**config.mk**
```make
export PLATFORM = sky130hd
export DESIGN_NAME = cvp_ctrl
export DESIGN_NICKNAME = d
export VERILOG_FILES = /design/src/verilog/cvp_pkg.sv /design/src/verilog/cvp_ctrl.sv /design/src/verilog/cvp_route.sv /design/src/verilog/cvp_bpr.sv
export SDC_FILE = /design/constraint.sdc
export NUM_CORES = 1
export LEC_CHECK = 0
export ABC_CLOCK_PERIOD_IN_PS = 3050
export BUFFER_PORTS_ARGS = -buffer_cell sky130_fd_sc_hd__buf_4
export CORE_AREA = 2 2 167 169
export DETAILED_ROUTE_END_ITERATION = 12
export DIE_AREA = 0 0 169 171
export GPL_TIMING_DRIVEN = 1
export PLACE_DENSITY = 0.66
export SKIP_LAST_GASP = 1
export SYNTH_ARGS = -nofsm -noshare
export SYNTH_HDL_FRONTEND = slang
export SYNTH_SLANG_ARGS = --single-unit
```
**constraint.sdc**
```tcl
create_clock -name ref_clk -period 3.05 [get_ports ref_clk]
set_input_delay 0.305 -clock ref_clk [delete_from_list [all_inputs] [get_ports ref_clk]]
set_output_delay 0.305 -clock ref_clk [all_outputs]
set_load 0.01 [all_outputs]
```
**src/verilog/cvp_pkg.sv**
```systemverilog
// Package: constants and carrier types for the CPU interface control block
package cvp_pkg;

  // System-register encodings {op0,op1,crn,crm,op2}
  localparam logic [15:0] ENC_CTLR   = 16'hC664;
  localparam logic [15:0] ENC_AP0    = 16'hC644;
  localparam logic [15:0] ENC_AP1    = 16'hC648;
  // Virtual binary point and end/deactivate encodings
  localparam logic [15:0] ENC_VBPR0  = 16'hC643;
  localparam logic [15:0] ENC_VBPR1  = 16'hC663;
  localparam logic [15:0] ENC_VEOI0  = 16'hC641;
  localparam logic [15:0] ENC_VEOI1  = 16'hC661;
  localparam logic [15:0] ENC_VDIR   = 16'hC659;

  // Control register fields
  localparam int unsigned EXT_RANGE_BIT  = 19;
  localparam int unsigned RSS_BIT        = 18;
  localparam int unsigned A3V_BIT        = 15;
  localparam int unsigned ERROR_INTERRUPT_SUPPORT_BIT       = 14;
  localparam int unsigned IDW_LSB        = 11;
  localparam int unsigned PRIW_LSB       = 8;
  localparam int unsigned PRIORITY_MASK_HINT_ENABLE_BIT       = 6;
  localparam int unsigned EOIM_BIT       = 1;
  localparam int unsigned COMMON_BINARY_POINT_BIT       = 0;
  localparam logic [2:0]  IDW_VAL        = 3'h0;
  localparam logic [2:0]  PRIW_VAL       = 3'h4;
  localparam logic [2:0]  BPR_MAX        = 3'h7;

  // Reset values, nonsecure view width and trap syndrome
  localparam logic [31:0] AP_RST         = 32'h0000_0000;
  localparam logic [2:0]  BPR0_RST       = 3'h0;
  localparam logic [2:0]  BPR1_RST       = 3'h1;
  localparam int unsigned NS_VIS_BITS    = 16;
  localparam logic [5:0]  EC_SYSREG      = 6'h18;

  typedef enum logic [1:0] {
    EL0, EL1, EL2, EL3
  } cvp_el_t;

  typedef enum logic [1:0] {
    RES_OK, RES_UNDEF, RES_TRAP_EL2, RES_TRAP_EL3
  } cvp_res_t;

  // Request from the core
  typedef struct packed {
    logic        valid;
    logic        write;
    logic [15:0] enc;
    logic [63:0] wdata;
  } cvp_req_t;

  // Routing context of the core
  typedef struct packed {
    cvp_el_t     el;
    logic        el2_en;
    logic        hyp_common_trap_bit;
    logic        hyp_fast_irq_route;
    logic        hyp_normal_irq_route;
    logic [1:0]  monitor_irq_routing_bits;
    logic        nonsecure_state_bit;
    logic        security_disable_bit;
  } cvp_ctx_t;

  // Answer to the core
  typedef struct packed {
    logic        valid;
    cvp_res_t    result;
    logic [5:0]  syndrome;
    logic [63:0] rdata;
  } cvp_rsp_t;

  // Drop or deactivate event towards the virtual interface
  typedef struct packed {
    logic        prio_drop;
    logic        deactivate;
    logic        group1;
    logic [23:0] intid;
  } cvp_eoi_t;

endpackage : cvp_pkg

```
**src/verilog/cvp_ctrl.sv**
```systemverilog
// CPU interface: virtual control, physical control and active priorities
`timescale 1ns/1ns
`default_nettype none
module cvp_ctrl (
  input  wire logic              ref_clk,
  input  wire logic              rst_b,
  input  wire cvp_pkg::cvp_req_t req,
  input  wire cvp_pkg::cvp_ctx_t ctx,
  input  wire logic              act_set,
  input  wire logic              act_virtual,
  input  wire logic              act_group1,
  input  wire logic [4:0]        act_level,
  input  wire logic [23:0]       eoi_intid,
  output cvp_pkg::cvp_rsp_t      rsp,
  output cvp_pkg::cvp_eoi_t      veoi,
  output logic                   v_eoi_mode,
  output logic                   v_common_bp,
  output logic                   priority_mask_hint_enable
);
  typedef struct packed {
    logic              v_eoim;
    logic              v_common_binary_point;
    logic [1:0]        p_eoim;
    logic [1:0]        p_common_binary_point;
    logic              priority_mask_hint_enable;
    logic [31:0]       ap0;
    logic [31:0]       vap0;
    logic [31:0]       ap1_s;
    logic [31:0]       ap1_ns;
    cvp_pkg::cvp_rsp_t rsp;
    cvp_pkg::cvp_eoi_t veoi;
  } cvp_st_t;

  cvp_st_t st_r;
  cvp_st_t st_nxt;

  cvp_pkg::cvp_res_t route_res;
  logic              to_virtual;
  logic              use_ns;
  logic [2:0]        bpr0_view;
  logic [2:0]        bpr1_view;
  logic              bpr_wr0;
  logic              bpr_wr1;
  logic [63:0]       ctl_ro;
  logic [31:0]       ap1_cur;
  logic [31:0]       vap0_drop;
  logic              nslow;

  cvp_route u_route (
    .ctx        (ctx),
    .result     (route_res),
    .to_virtual (to_virtual),
    .use_ns     (use_ns)
  );

  cvp_bpr u_bpr (
    .ref_clk   (ref_clk),
    .rst_b     (rst_b),
    .common_bp (st_r.v_common_binary_point),
    .wr0       (bpr_wr0),
    .wr1       (bpr_wr1),
    .wdata     (req.wdata[2:0]),
    .bpr0_view (bpr0_view),
    .bpr1_view (bpr1_view)
  );

  // Constant feature fields shared by both control views
  always_comb begin
    ctl_ro = 64'h0;
    ctl_ro[cvp_pkg::EXT_RANGE_BIT] = 1'b1;
    ctl_ro[cvp_pkg::RSS_BIT] = 1'b0;
    ctl_ro[cvp_pkg::A3V_BIT] = 1'b1;
    ctl_ro[cvp_pkg::ERROR_INTERRUPT_SUPPORT_BIT] = 1'b0;
    ctl_ro[cvp_pkg::IDW_LSB +: 3] = cvp_pkg::IDW_VAL;
    ctl_ro[cvp_pkg::PRIW_LSB +: 3] = cvp_pkg::PRIW_VAL;
  end

  assign ap1_cur = use_ns ? st_r.ap1_ns : st_r.ap1_s;
  assign nslow = use_ns && (ctx.el == cvp_pkg::EL1 ||
                            ctx.el == cvp_pkg::EL2);
  // Lowest set bit is the running priority; drop clears it
  always_comb begin
    vap0_drop = st_r.vap0;
    for (int i = 0; i < 32; i++) begin
      if (st_r.vap0[i] && ((st_r.vap0 & ((32'h1 << i) - 32'h1)) == 32'h0))
        vap0_drop = st_r.vap0 & ~(32'h1 << i);
    end
  end

  wire is_ok  = req.valid && route_res == cvp_pkg::RES_OK;
  wire any_ok = req.valid && req.enc[15:14] == 2'b11;
  assign bpr_wr0 = any_ok && req.write && req.enc == cvp_pkg::ENC_VBPR0;
  assign bpr_wr1 = any_ok && req.write && req.enc == cvp_pkg::ENC_VBPR1;

  always_comb begin
    st_nxt = st_r;
    st_nxt.rsp = '0;
    st_nxt.veoi = '0;
    // Activation from the interrupt acknowledge path
    if (act_set) begin
      if (act_virtual) begin
        st_nxt.vap0[act_level] = 1'b1;
      end else if (act_group1 && use_ns) begin
        st_nxt.ap1_ns[act_level] = 1'b1;
      end else if (act_group1) begin
        st_nxt.ap1_s[act_level] = 1'b1;
      end else begin
        st_nxt.ap0[act_level] = 1'b1;
      end
    end
    if (req.valid) begin
      st_nxt.rsp.valid = 1'b1;
      st_nxt.rsp.result = route_res;
      if (route_res == cvp_pkg::RES_TRAP_EL2 ||
          route_res == cvp_pkg::RES_TRAP_EL3) begin
        st_nxt.rsp.syndrome = cvp_pkg::EC_SYSREG;
      end
    end
    if (is_ok) begin
      if (req.enc == cvp_pkg::ENC_CTLR) begin
        if (to_virtual) begin
          st_nxt.rsp.rdata = ctl_ro;
          st_nxt.rsp.rdata[cvp_pkg::EOIM_BIT] = st_r.v_eoim;
          st_nxt.rsp.rdata[cvp_pkg::COMMON_BINARY_POINT_BIT] = st_r.v_common_binary_point;
          if (req.write) begin
            st_nxt.v_eoim = req.wdata[cvp_pkg::EOIM_BIT];
            st_nxt.v_common_binary_point = req.wdata[cvp_pkg::COMMON_BINARY_POINT_BIT];
          end
        end else begin
          st_nxt.rsp.rdata = ctl_ro;
          st_nxt.rsp.rdata[cvp_pkg::PRIORITY_MASK_HINT_ENABLE_BIT] = st_r.priority_mask_hint_enable;
          st_nxt.rsp.rdata[cvp_pkg::EOIM_BIT] = st_r.p_eoim[use_ns];
          st_nxt.rsp.rdata[cvp_pkg::COMMON_BINARY_POINT_BIT] = st_r.p_common_binary_point[use_ns];
          if (req.write) begin
            st_nxt.p_eoim[use_ns] = req.wdata[cvp_pkg::EOIM_BIT];
            if (ctx.security_disable_bit) begin
              st_nxt.priority_mask_hint_enable = req.wdata[cvp_pkg::PRIORITY_MASK_HINT_ENABLE_BIT];
              st_nxt.p_common_binary_point[use_ns] = req.wdata[cvp_pkg::COMMON_BINARY_POINT_BIT];
            end
          end
        end
      end else if (req.enc == cvp_pkg::ENC_AP0) begin
        if (to_virtual) begin
          st_nxt.rsp.rdata = {32'h0, st_r.vap0};
          if (req.write) st_nxt.vap0 = req.wdata[31:0];
        end else begin
          st_nxt.rsp.rdata = {32'h0, st_r.ap0};
          if (req.write) st_nxt.ap0 = req.wdata[31:0];
        end
      end else if (req.enc == cvp_pkg::ENC_AP1) begin
        if (nslow) begin
          st_nxt.rsp.rdata = {48'h0, ap1_cur[15:0]};
        end else begin
          st_nxt.rsp.rdata = {32'h0, ap1_cur};
        end
        if (req.write && use_ns && nslow) begin
          st_nxt.ap1_ns[15:0] = req.wdata[15:0];
        end else if (req.write && use_ns) begin
          st_nxt.ap1_ns = req.wdata[31:0];
        end else if (req.write) begin
          st_nxt.ap1_s = req.wdata[31:0];
        end
      end
    end
    // Virtual end-of-interrupt and deactivate writes
    if (any_ok && req.write && (req.enc == cvp_pkg::ENC_VEOI0 ||
                                req.enc == cvp_pkg::ENC_VEOI1)) begin
      st_nxt.veoi.prio_drop = 1'b1;
      st_nxt.veoi.deactivate = !st_r.v_eoim;
      st_nxt.veoi.group1 = req.enc == cvp_pkg::ENC_VEOI1;
      st_nxt.veoi.intid = eoi_intid;
      st_nxt.vap0 = vap0_drop;
    end else if (any_ok && req.write &&
                 req.enc == cvp_pkg::ENC_VDIR && st_r.v_eoim) begin
      // Deactivate in mode 0 is unpredictable; ignored here
      st_nxt.veoi.deactivate = 1'b1;
      st_nxt.veoi.intid = eoi_intid;
    end
    if (any_ok && !req.write && req.enc == cvp_pkg::ENC_VBPR0) begin
      st_nxt.rsp.rdata = {61'h0, bpr0_view};
    end else if (any_ok && !req.write &&
                 req.enc == cvp_pkg::ENC_VBPR1) begin
      st_nxt.rsp.rdata = {61'h0, bpr1_view};
    end
  end

  always_ff @(posedge ref_clk or negedge rst_b) begin
    if (!rst_b) begin
      st_r <= '0;
      st_r.ap0 <= cvp_pkg::AP_RST;
    end else begin
      st_r <= st_nxt;
    end
  end

  assign rsp         = st_r.rsp;
  assign veoi        = st_r.veoi;
  assign v_eoi_mode  = st_r.v_eoim;
  assign v_common_bp = st_r.v_common_binary_point;
  assign priority_mask_hint_enable        = st_r.priority_mask_hint_enable;

  undef_el0_a: assert property (@(posedge ref_clk) disable iff (!rst_b)
    (req.valid && ctx.el == cvp_pkg::EL0) |=>
      rsp.valid && rsp.result == cvp_pkg::RES_UNDEF)
    else $error("unprivileged access not undefined");
  trap_el2_a: assert property (@(posedge ref_clk) disable iff (!rst_b)
    (req.valid && ctx.el == cvp_pkg::EL1 && ctx.el2_en &&
     ctx.hyp_common_trap_bit) |=>
      rsp.result == cvp_pkg::RES_TRAP_EL2 && rsp.syndrome == 6'h18)
    else $error("missing hypervisor trap");
  trap_el3_a: assert property (@(posedge ref_clk) disable iff (!rst_b)
    (req.valid && ctx.el == cvp_pkg::EL2 &&
     ctx.monitor_irq_routing_bits == 2'b11) |=>
      rsp.result == cvp_pkg::RES_TRAP_EL3 && rsp.syndrome == 6'h18)
    else $error("missing monitor trap");
  ctl_ro_a: assert property (@(posedge ref_clk) disable iff (!rst_b)
    (is_ok && !req.write && req.enc == cvp_pkg::ENC_CTLR) |=>
      rsp.rdata[19:8] == 12'h884 && rsp.rdata[63:20] == 44'h0)
    else $error("feature fields wrong");
  eoi_mode_a: assert property (@(posedge ref_clk) disable iff (!rst_b)
    (any_ok && req.write && req.enc == cvp_pkg::ENC_VEOI1) |=>
      veoi.prio_drop && veoi.deactivate == !$past(st_r.v_eoim))
    else $error("end-of-interrupt mode ignored");
  ap1_vis_a: assert property (@(posedge ref_clk) disable iff (!rst_b)
    (is_ok && !req.write && nslow && req.enc == cvp_pkg::ENC_AP1) |=>
      rsp.rdata[63:16] == 48'h0)
    else $error("nonsecure group 1 view too wide");
  priority_mask_hint_enable_ro_a: assert property (@(posedge ref_clk) disable iff (!rst_b)
    !ctx.security_disable_bit |=> $stable(st_r.priority_mask_hint_enable))
    else $error("mask hint changed while read-only");
  ap_reset_a: assert property (@(posedge ref_clk)
    $rose(rst_b) |-> st_r.ap0 == 32'h0 && st_r.vap0 == 32'h0)
    else $error("active priorities not clear");

  virt_ctl_c: cover property (@(posedge ref_clk) disable iff (!rst_b)
    is_ok && to_virtual && req.write);
  trap_c: cover property (@(posedge ref_clk) disable iff (!rst_b)
    rsp.result == cvp_pkg::RES_TRAP_EL3);
  drop_c: cover property (@(posedge ref_clk) disable iff (!rst_b)
    veoi.prio_drop && !veoi.deactivate);
endmodule : cvp_ctrl
`default_nettype wire

```
**src/verilog/cvp_route.sv**
```systemverilog
// Routing decision for control-register and active-priority accesses
`timescale 1ns/1ns
`default_nettype none
module cvp_route (
  input  wire cvp_pkg::cvp_ctx_t ctx,
  output cvp_pkg::cvp_res_t      result,
  output logic                   to_virtual,
  output logic                   use_ns
);
  always_comb begin
    result     = cvp_pkg::RES_OK;
    to_virtual = 1'b0;
    use_ns     = ctx.nonsecure_state_bit;
    case (ctx.el)
      cvp_pkg::EL0: begin
        result = cvp_pkg::RES_UNDEF;
      end
      cvp_pkg::EL1: begin
        if (ctx.el2_en && ctx.hyp_common_trap_bit) begin
          result = cvp_pkg::RES_TRAP_EL2;
        end else if (ctx.el2_en &&
                     (ctx.hyp_fast_irq_route ||
                      ctx.hyp_normal_irq_route)) begin
          to_virtual = 1'b1;
        end else if (ctx.monitor_irq_routing_bits == 2'b11) begin
          result = cvp_pkg::RES_TRAP_EL3;
        end
      end
      cvp_pkg::EL2: begin
        if (ctx.monitor_irq_routing_bits == 2'b11) begin
          result = cvp_pkg::RES_TRAP_EL3;
        end
      end
      default: begin
        result = cvp_pkg::RES_OK;
      end
    endcase
  end
endmodule : cvp_route
`default_nettype wire

```
**src/verilog/cvp_bpr.sv**
```systemverilog
// Virtual binary point pair with common binary point view
`timescale 1ns/1ns
`default_nettype none
module cvp_bpr (
  input  wire logic ref_clk,
  input  wire logic rst_b,
  input  wire logic common_bp,
  input  wire logic wr0,
  input  wire logic wr1,
  input  wire logic [2:0] wdata,
  output logic [2:0] bpr0_view,
  output logic [2:0] bpr1_view
);
  typedef struct packed {
    logic [2:0] bpr0;
    logic [2:0] bpr1;
  } cvp_bpr_st_t;

  cvp_bpr_st_t st_r;
  cvp_bpr_st_t st_nxt;

  always_comb begin
    st_nxt = st_r;
    if (wr0) begin
      st_nxt.bpr0 = wdata;
    end
    // Group 1 writes dropped while common point is on
    if (wr1 && !common_bp) begin
      st_nxt.bpr1 = wdata;
    end
  end

  always_ff @(posedge ref_clk or negedge rst_b) begin
    if (!rst_b) begin
      st_r <= '{bpr0: cvp_pkg::BPR0_RST, bpr1: cvp_pkg::BPR1_RST};
    end else begin
      st_r <= st_nxt;
    end
  end

  assign bpr0_view = st_r.bpr0;
  always_comb begin
    if (!common_bp) begin
      bpr1_view = st_r.bpr1;
    end else if (st_r.bpr0 == cvp_pkg::BPR_MAX) begin
      bpr1_view = cvp_pkg::BPR_MAX;
    end else begin
      bpr1_view = st_r.bpr0 + 3'h1;
    end
  end

  bpr_sat_a: assert property (@(posedge ref_clk) disable iff (!rst_b)
    common_bp |-> bpr1_view == ((st_r.bpr0 == 3'h7) ? 3'h7
                                : st_r.bpr0 + 3'h1))
    else $error("bad common binary point view");
  bpr_wr_ign_a: assert property (@(posedge ref_clk) disable iff (!rst_b)
    (wr1 && common_bp && !wr0) |=> $stable(st_r.bpr1))
    else $error("group 1 point written under common mode");
endmodule : cvp_bpr
`default_nettype wire

```
==> flow_metrics.py <==
metrics = {
    "detailed_routing": {
        "via_per_inst": 5.413,
        "route.detailed.drc": 0,
        "dr_total_vias": 8721,
        "initialDrtViolationCount": 683,
        "drt-total-wl_um": 30420,
        "first_pass_iters": 7,
        "post_drt_wl_per_cell_um": 18.88,
        "antenna_left": 0,
    },
    "clock_tree": {
        "cts-resized-gates": 0,
        "holdBufCountCts": 18,
        "cts_buffer_depth": 3,
        "insertion_delay_ns": 0.52,
        "clk_pin_slew_worst_paths_ns": 0.06,
        "cts_inserted_buffers": 23,
        "root_buffer": "clkbuf_16",
        "cts_sinks": 204,
        "cts_max_level": 1,
        "cts_tree": "built",
        "cts_post_setup_buffers_inserted": 0,
    },
    "logic_synthesis": {
        "syn_area_um2": 10720,
        "synth_edf_count": 0,
        "syn_area_per_cell_um2": 9.333,
        "synth_most_common_cell": "dfrtp_1",
        "netlist.area_leader.share": 0.4737,
        "yosys_warnings": 0,
        "seq_area_frac_synth": 0.4761,
        "synth.largest_area_cell": "dfrtp_1",
        "synth_commonest_cells": "203 x dfrtp_1, 185 x a21oi_1, 119 x nor2_1",
        "synth_cells": 1149,
        "synth.distinct_cells": 63,
        "ys.flop_type": "dfrtp_1",
        "ys_ff_latch": 204,
        "synthArstFlopShare": 1.000,
        "synth_area_leaders": "dfrtp_1 47%, a21oi_1 8.6%, buf_4 7.1%",
    },
    "timing": {
        "max-slew-margin-rel": 0.1671,
        "tightest_slew_ns": 1.245,
        "fin_skew_ns": 0.01382,
        "hold_viol_final": 0,
        "tns_ns": 0,
        "max_freq_ghz": 0.3914,
        "slew_viol_final": 0,
        "setup_viol": 0,
        "fin_crit_ns": 2.555,
        "timing.final.crit_share": 0.8376,
        "rsz0062_at_grt": "no",
    },
    "worst_setup_path": {
        "r2r-start": "st_r[167]$_DFFE_PN0P_",
        "start_kind": "primary input",
        "r2r-end": "st_r[191]$_DFFE_PN0P_",
        "cp_slowest_stage_delay_ns": 0.95,
        "r2r_cells": 6,
        "arrival_ns": 2.99,
        "worstPathRequired_ns": 3.49,
        "path_class": "in -> reg",
        "end_kind": "register",
        "slowest_stage": "nor2_1",
        "path_cells": "dlygate4sd3_1 -> buf_4 -> nand2_1 -> nor4b_1 -> nand2_1 -> inv_1 -> nor2_1 -> buf_4 -> a21oi_1 -> a21oi_1",
        "crit_fanout": 14,
        "r2r_slack_ns": 0.50,
        "critPathLaunch": "req[81]",
    },
    "grt": {
        "track_usage": 0.2096,
        "antenna_found_initial": 1,
        "grt_pass1_wl_um": 48250,
        "first_global_vias": 8756,
        "gr-total-overflow": 0,
        "grt_max_degree": 88,
    },
    "min_path": {
        "hold_end": "veoi[3]$_DFF_PN0_",
        "min_path_type": "in -> reg",
        "min_path_cells": 2,
        "min_from": "eoi_intid[3]",
    },
    "final_layout": {
        "area.growth.synth_to_final_pct": 18.59,
        "fin_nets": 1379,
        "multiInputGateArea_um2": 4710,
        "fillers": 2646,
        "fin_area_um2": 12720,
        "layout-drive-gt1-share": 0.2065,
        "final-seq-area_um2": 5106,
    },
    "power": {
        "powerDensity_nw_per_um2": 527.8,
        "clockPowerShare": 0.425,
        "pwr-share-comb": 0.115,
        "p_sw_w": 0.001738,
        "p_leak_nw": 5.837,
        "ir_drop_v": 0.0003285,
        "pwr-share-seq": 0.459,
        "p_sw_frac": 0.2589,
        "internal_power_w": 0.004974,
    },
    "floorplan": {
        "die-area_um2": 28900,
        "ioPinCount": 229,
        "core_area_um2": 27320,
        "start_util": 0.3925,
        "num_rows": 61,
        "die_w_um": 169,
        "die_h_um": 171,
    },
    "placed_design": {
        "place_area_um2": 11770,
        "dp_hpwl_um": 19470,
        "portBuffers": 160,
        "gp_congestion": 0.8452,
    },
    "run": {
        "maxCapViolations": 0,
    },
    "run_status": {
        "status": "finished, final reports clean",
    },
}
==> power groups by stage <==
| stage | clock network [W] | registers (W) | logic, W |
|---|---|---|---|
| finish | 0.00285 | 0.00308 | 0.000774 |
| global route | 0.00302 | 0.00311 | 0.000872 |
| CTS | 0.00291 | 0.00308 | 0.000778 |
| detailed placement | 0 | 0.00312 | 0.000756 |
| global placement | 0 | 0.00312 | 0.000737 |
| floorplan | 0 | 0.00308 | 0.000484 |
==> cells in the final DEF (no fill, tap or decap), types with 23 or more instances in the layout <==
cell type	netlist	routed
conb_1	1	36
o21ai_0	55	55
dfrtp_1	203	203
and2_1	52	52
nand2_1	87	87
a21oi_1	185	185
buf_4	101	184
nor2_1	119	119
mux2i_1	66	66
clkbuf_16	0	23
o22ai_1	31	31
==> per-layer routing <==
metal | share of wire | vias to the layer above | global-route usage
li1 | - | 4115 | -
met1 | 0.43 | 4185 | 0.2824
met2 | 0.47 | 379 | 0.3510
met3 | 0.082 | 42 | 0.03562
met4 | 0.022 | 0 | 0.05611
met5 | 0 | - | 0
==> worst max-delay path, delay by kind of cell <==
| family | cells | cell delay, ns |
|---|---|---|
| compound gates | 2 | 0.23 |
| buf+inv | 4 | 1.10 |
| simple gates | 4 | 1.36 |
==> kinds of logic after synthesis <==
logic type,Yosys count,share of synthesized area
other cells,1,0.0003497
buf+inv,175,0.09929
flops,204,0.4761
fa+ha+maj,5,0.005834
simple gates,353,0.1660
mux,79,0.07525
compound gates,332,0.1771
==> flip-flops by register name (all words and copies together) (netlist names) <==
register / flops
u_bpr.st_r: 3
rsp: 36
u_bpr.bpr0_view: 3
v_eoi_mode: 1
st_r: 132
priority_mask_hint_enable: 1
veoi: 27
v_common_bp: 1
==> worst max-delay path by stage <==
stage                            end  slack [ns]  depth (start not counted)
6_report       st_r[169]$_DFFE_PN0P_        0.50                         10
5_1_grt        st_r[191]$_DFFE_PN0P_        0.30                          9
4_1_cts        st_r[169]$_DFFE_PN0P_        0.47                         10
3_5_place_dp   st_r[191]$_DFFE_PN0P_        0.29                          8
3_3_place_gp   st_r[191]$_DFFE_PN0P_        0.26                          8
2_1_floorplan    st_r[128]$_DFF_PN0_        0.60                         11
==> per-stage QoR <==
stage / std cells / worst slack (ns) / hold slack (ns) / util / total power [W]
final: 1611 / 0.4953 / 0.01496 / 0.4654 / 0.006712
after global routing: 1610 / 0.2993 / 0.006913 / 0.4653 / 0.007005
after CTS: 1610 / 0.4686 / 0.002240 / 0.4653 / 0.006760
after detailed placement: 1551 / 0.2855 / 0.4319 / 0.4306 / 0.003880
after global placement: 1551 / 0.2649 / 0.4315 / 0.4306 / 0.003853
after floorplan: 1184 / 0.5965 / 0.009409 / - / 0.003562
==> layout make-up <==
type / instances / area share
antenna: 1 / 0.0001968
tap: 346 / 0.03404
multi-input combinational: 805 / 0.3703
clock inverter: 11 / 0.01072
inverter: 6 / 0.001771
clock buffer: 30 / 0.04969
timing repair buffer: 208 / 0.1317
sequential: 204 / 0.4015
(Power assumes the default switching activity.)
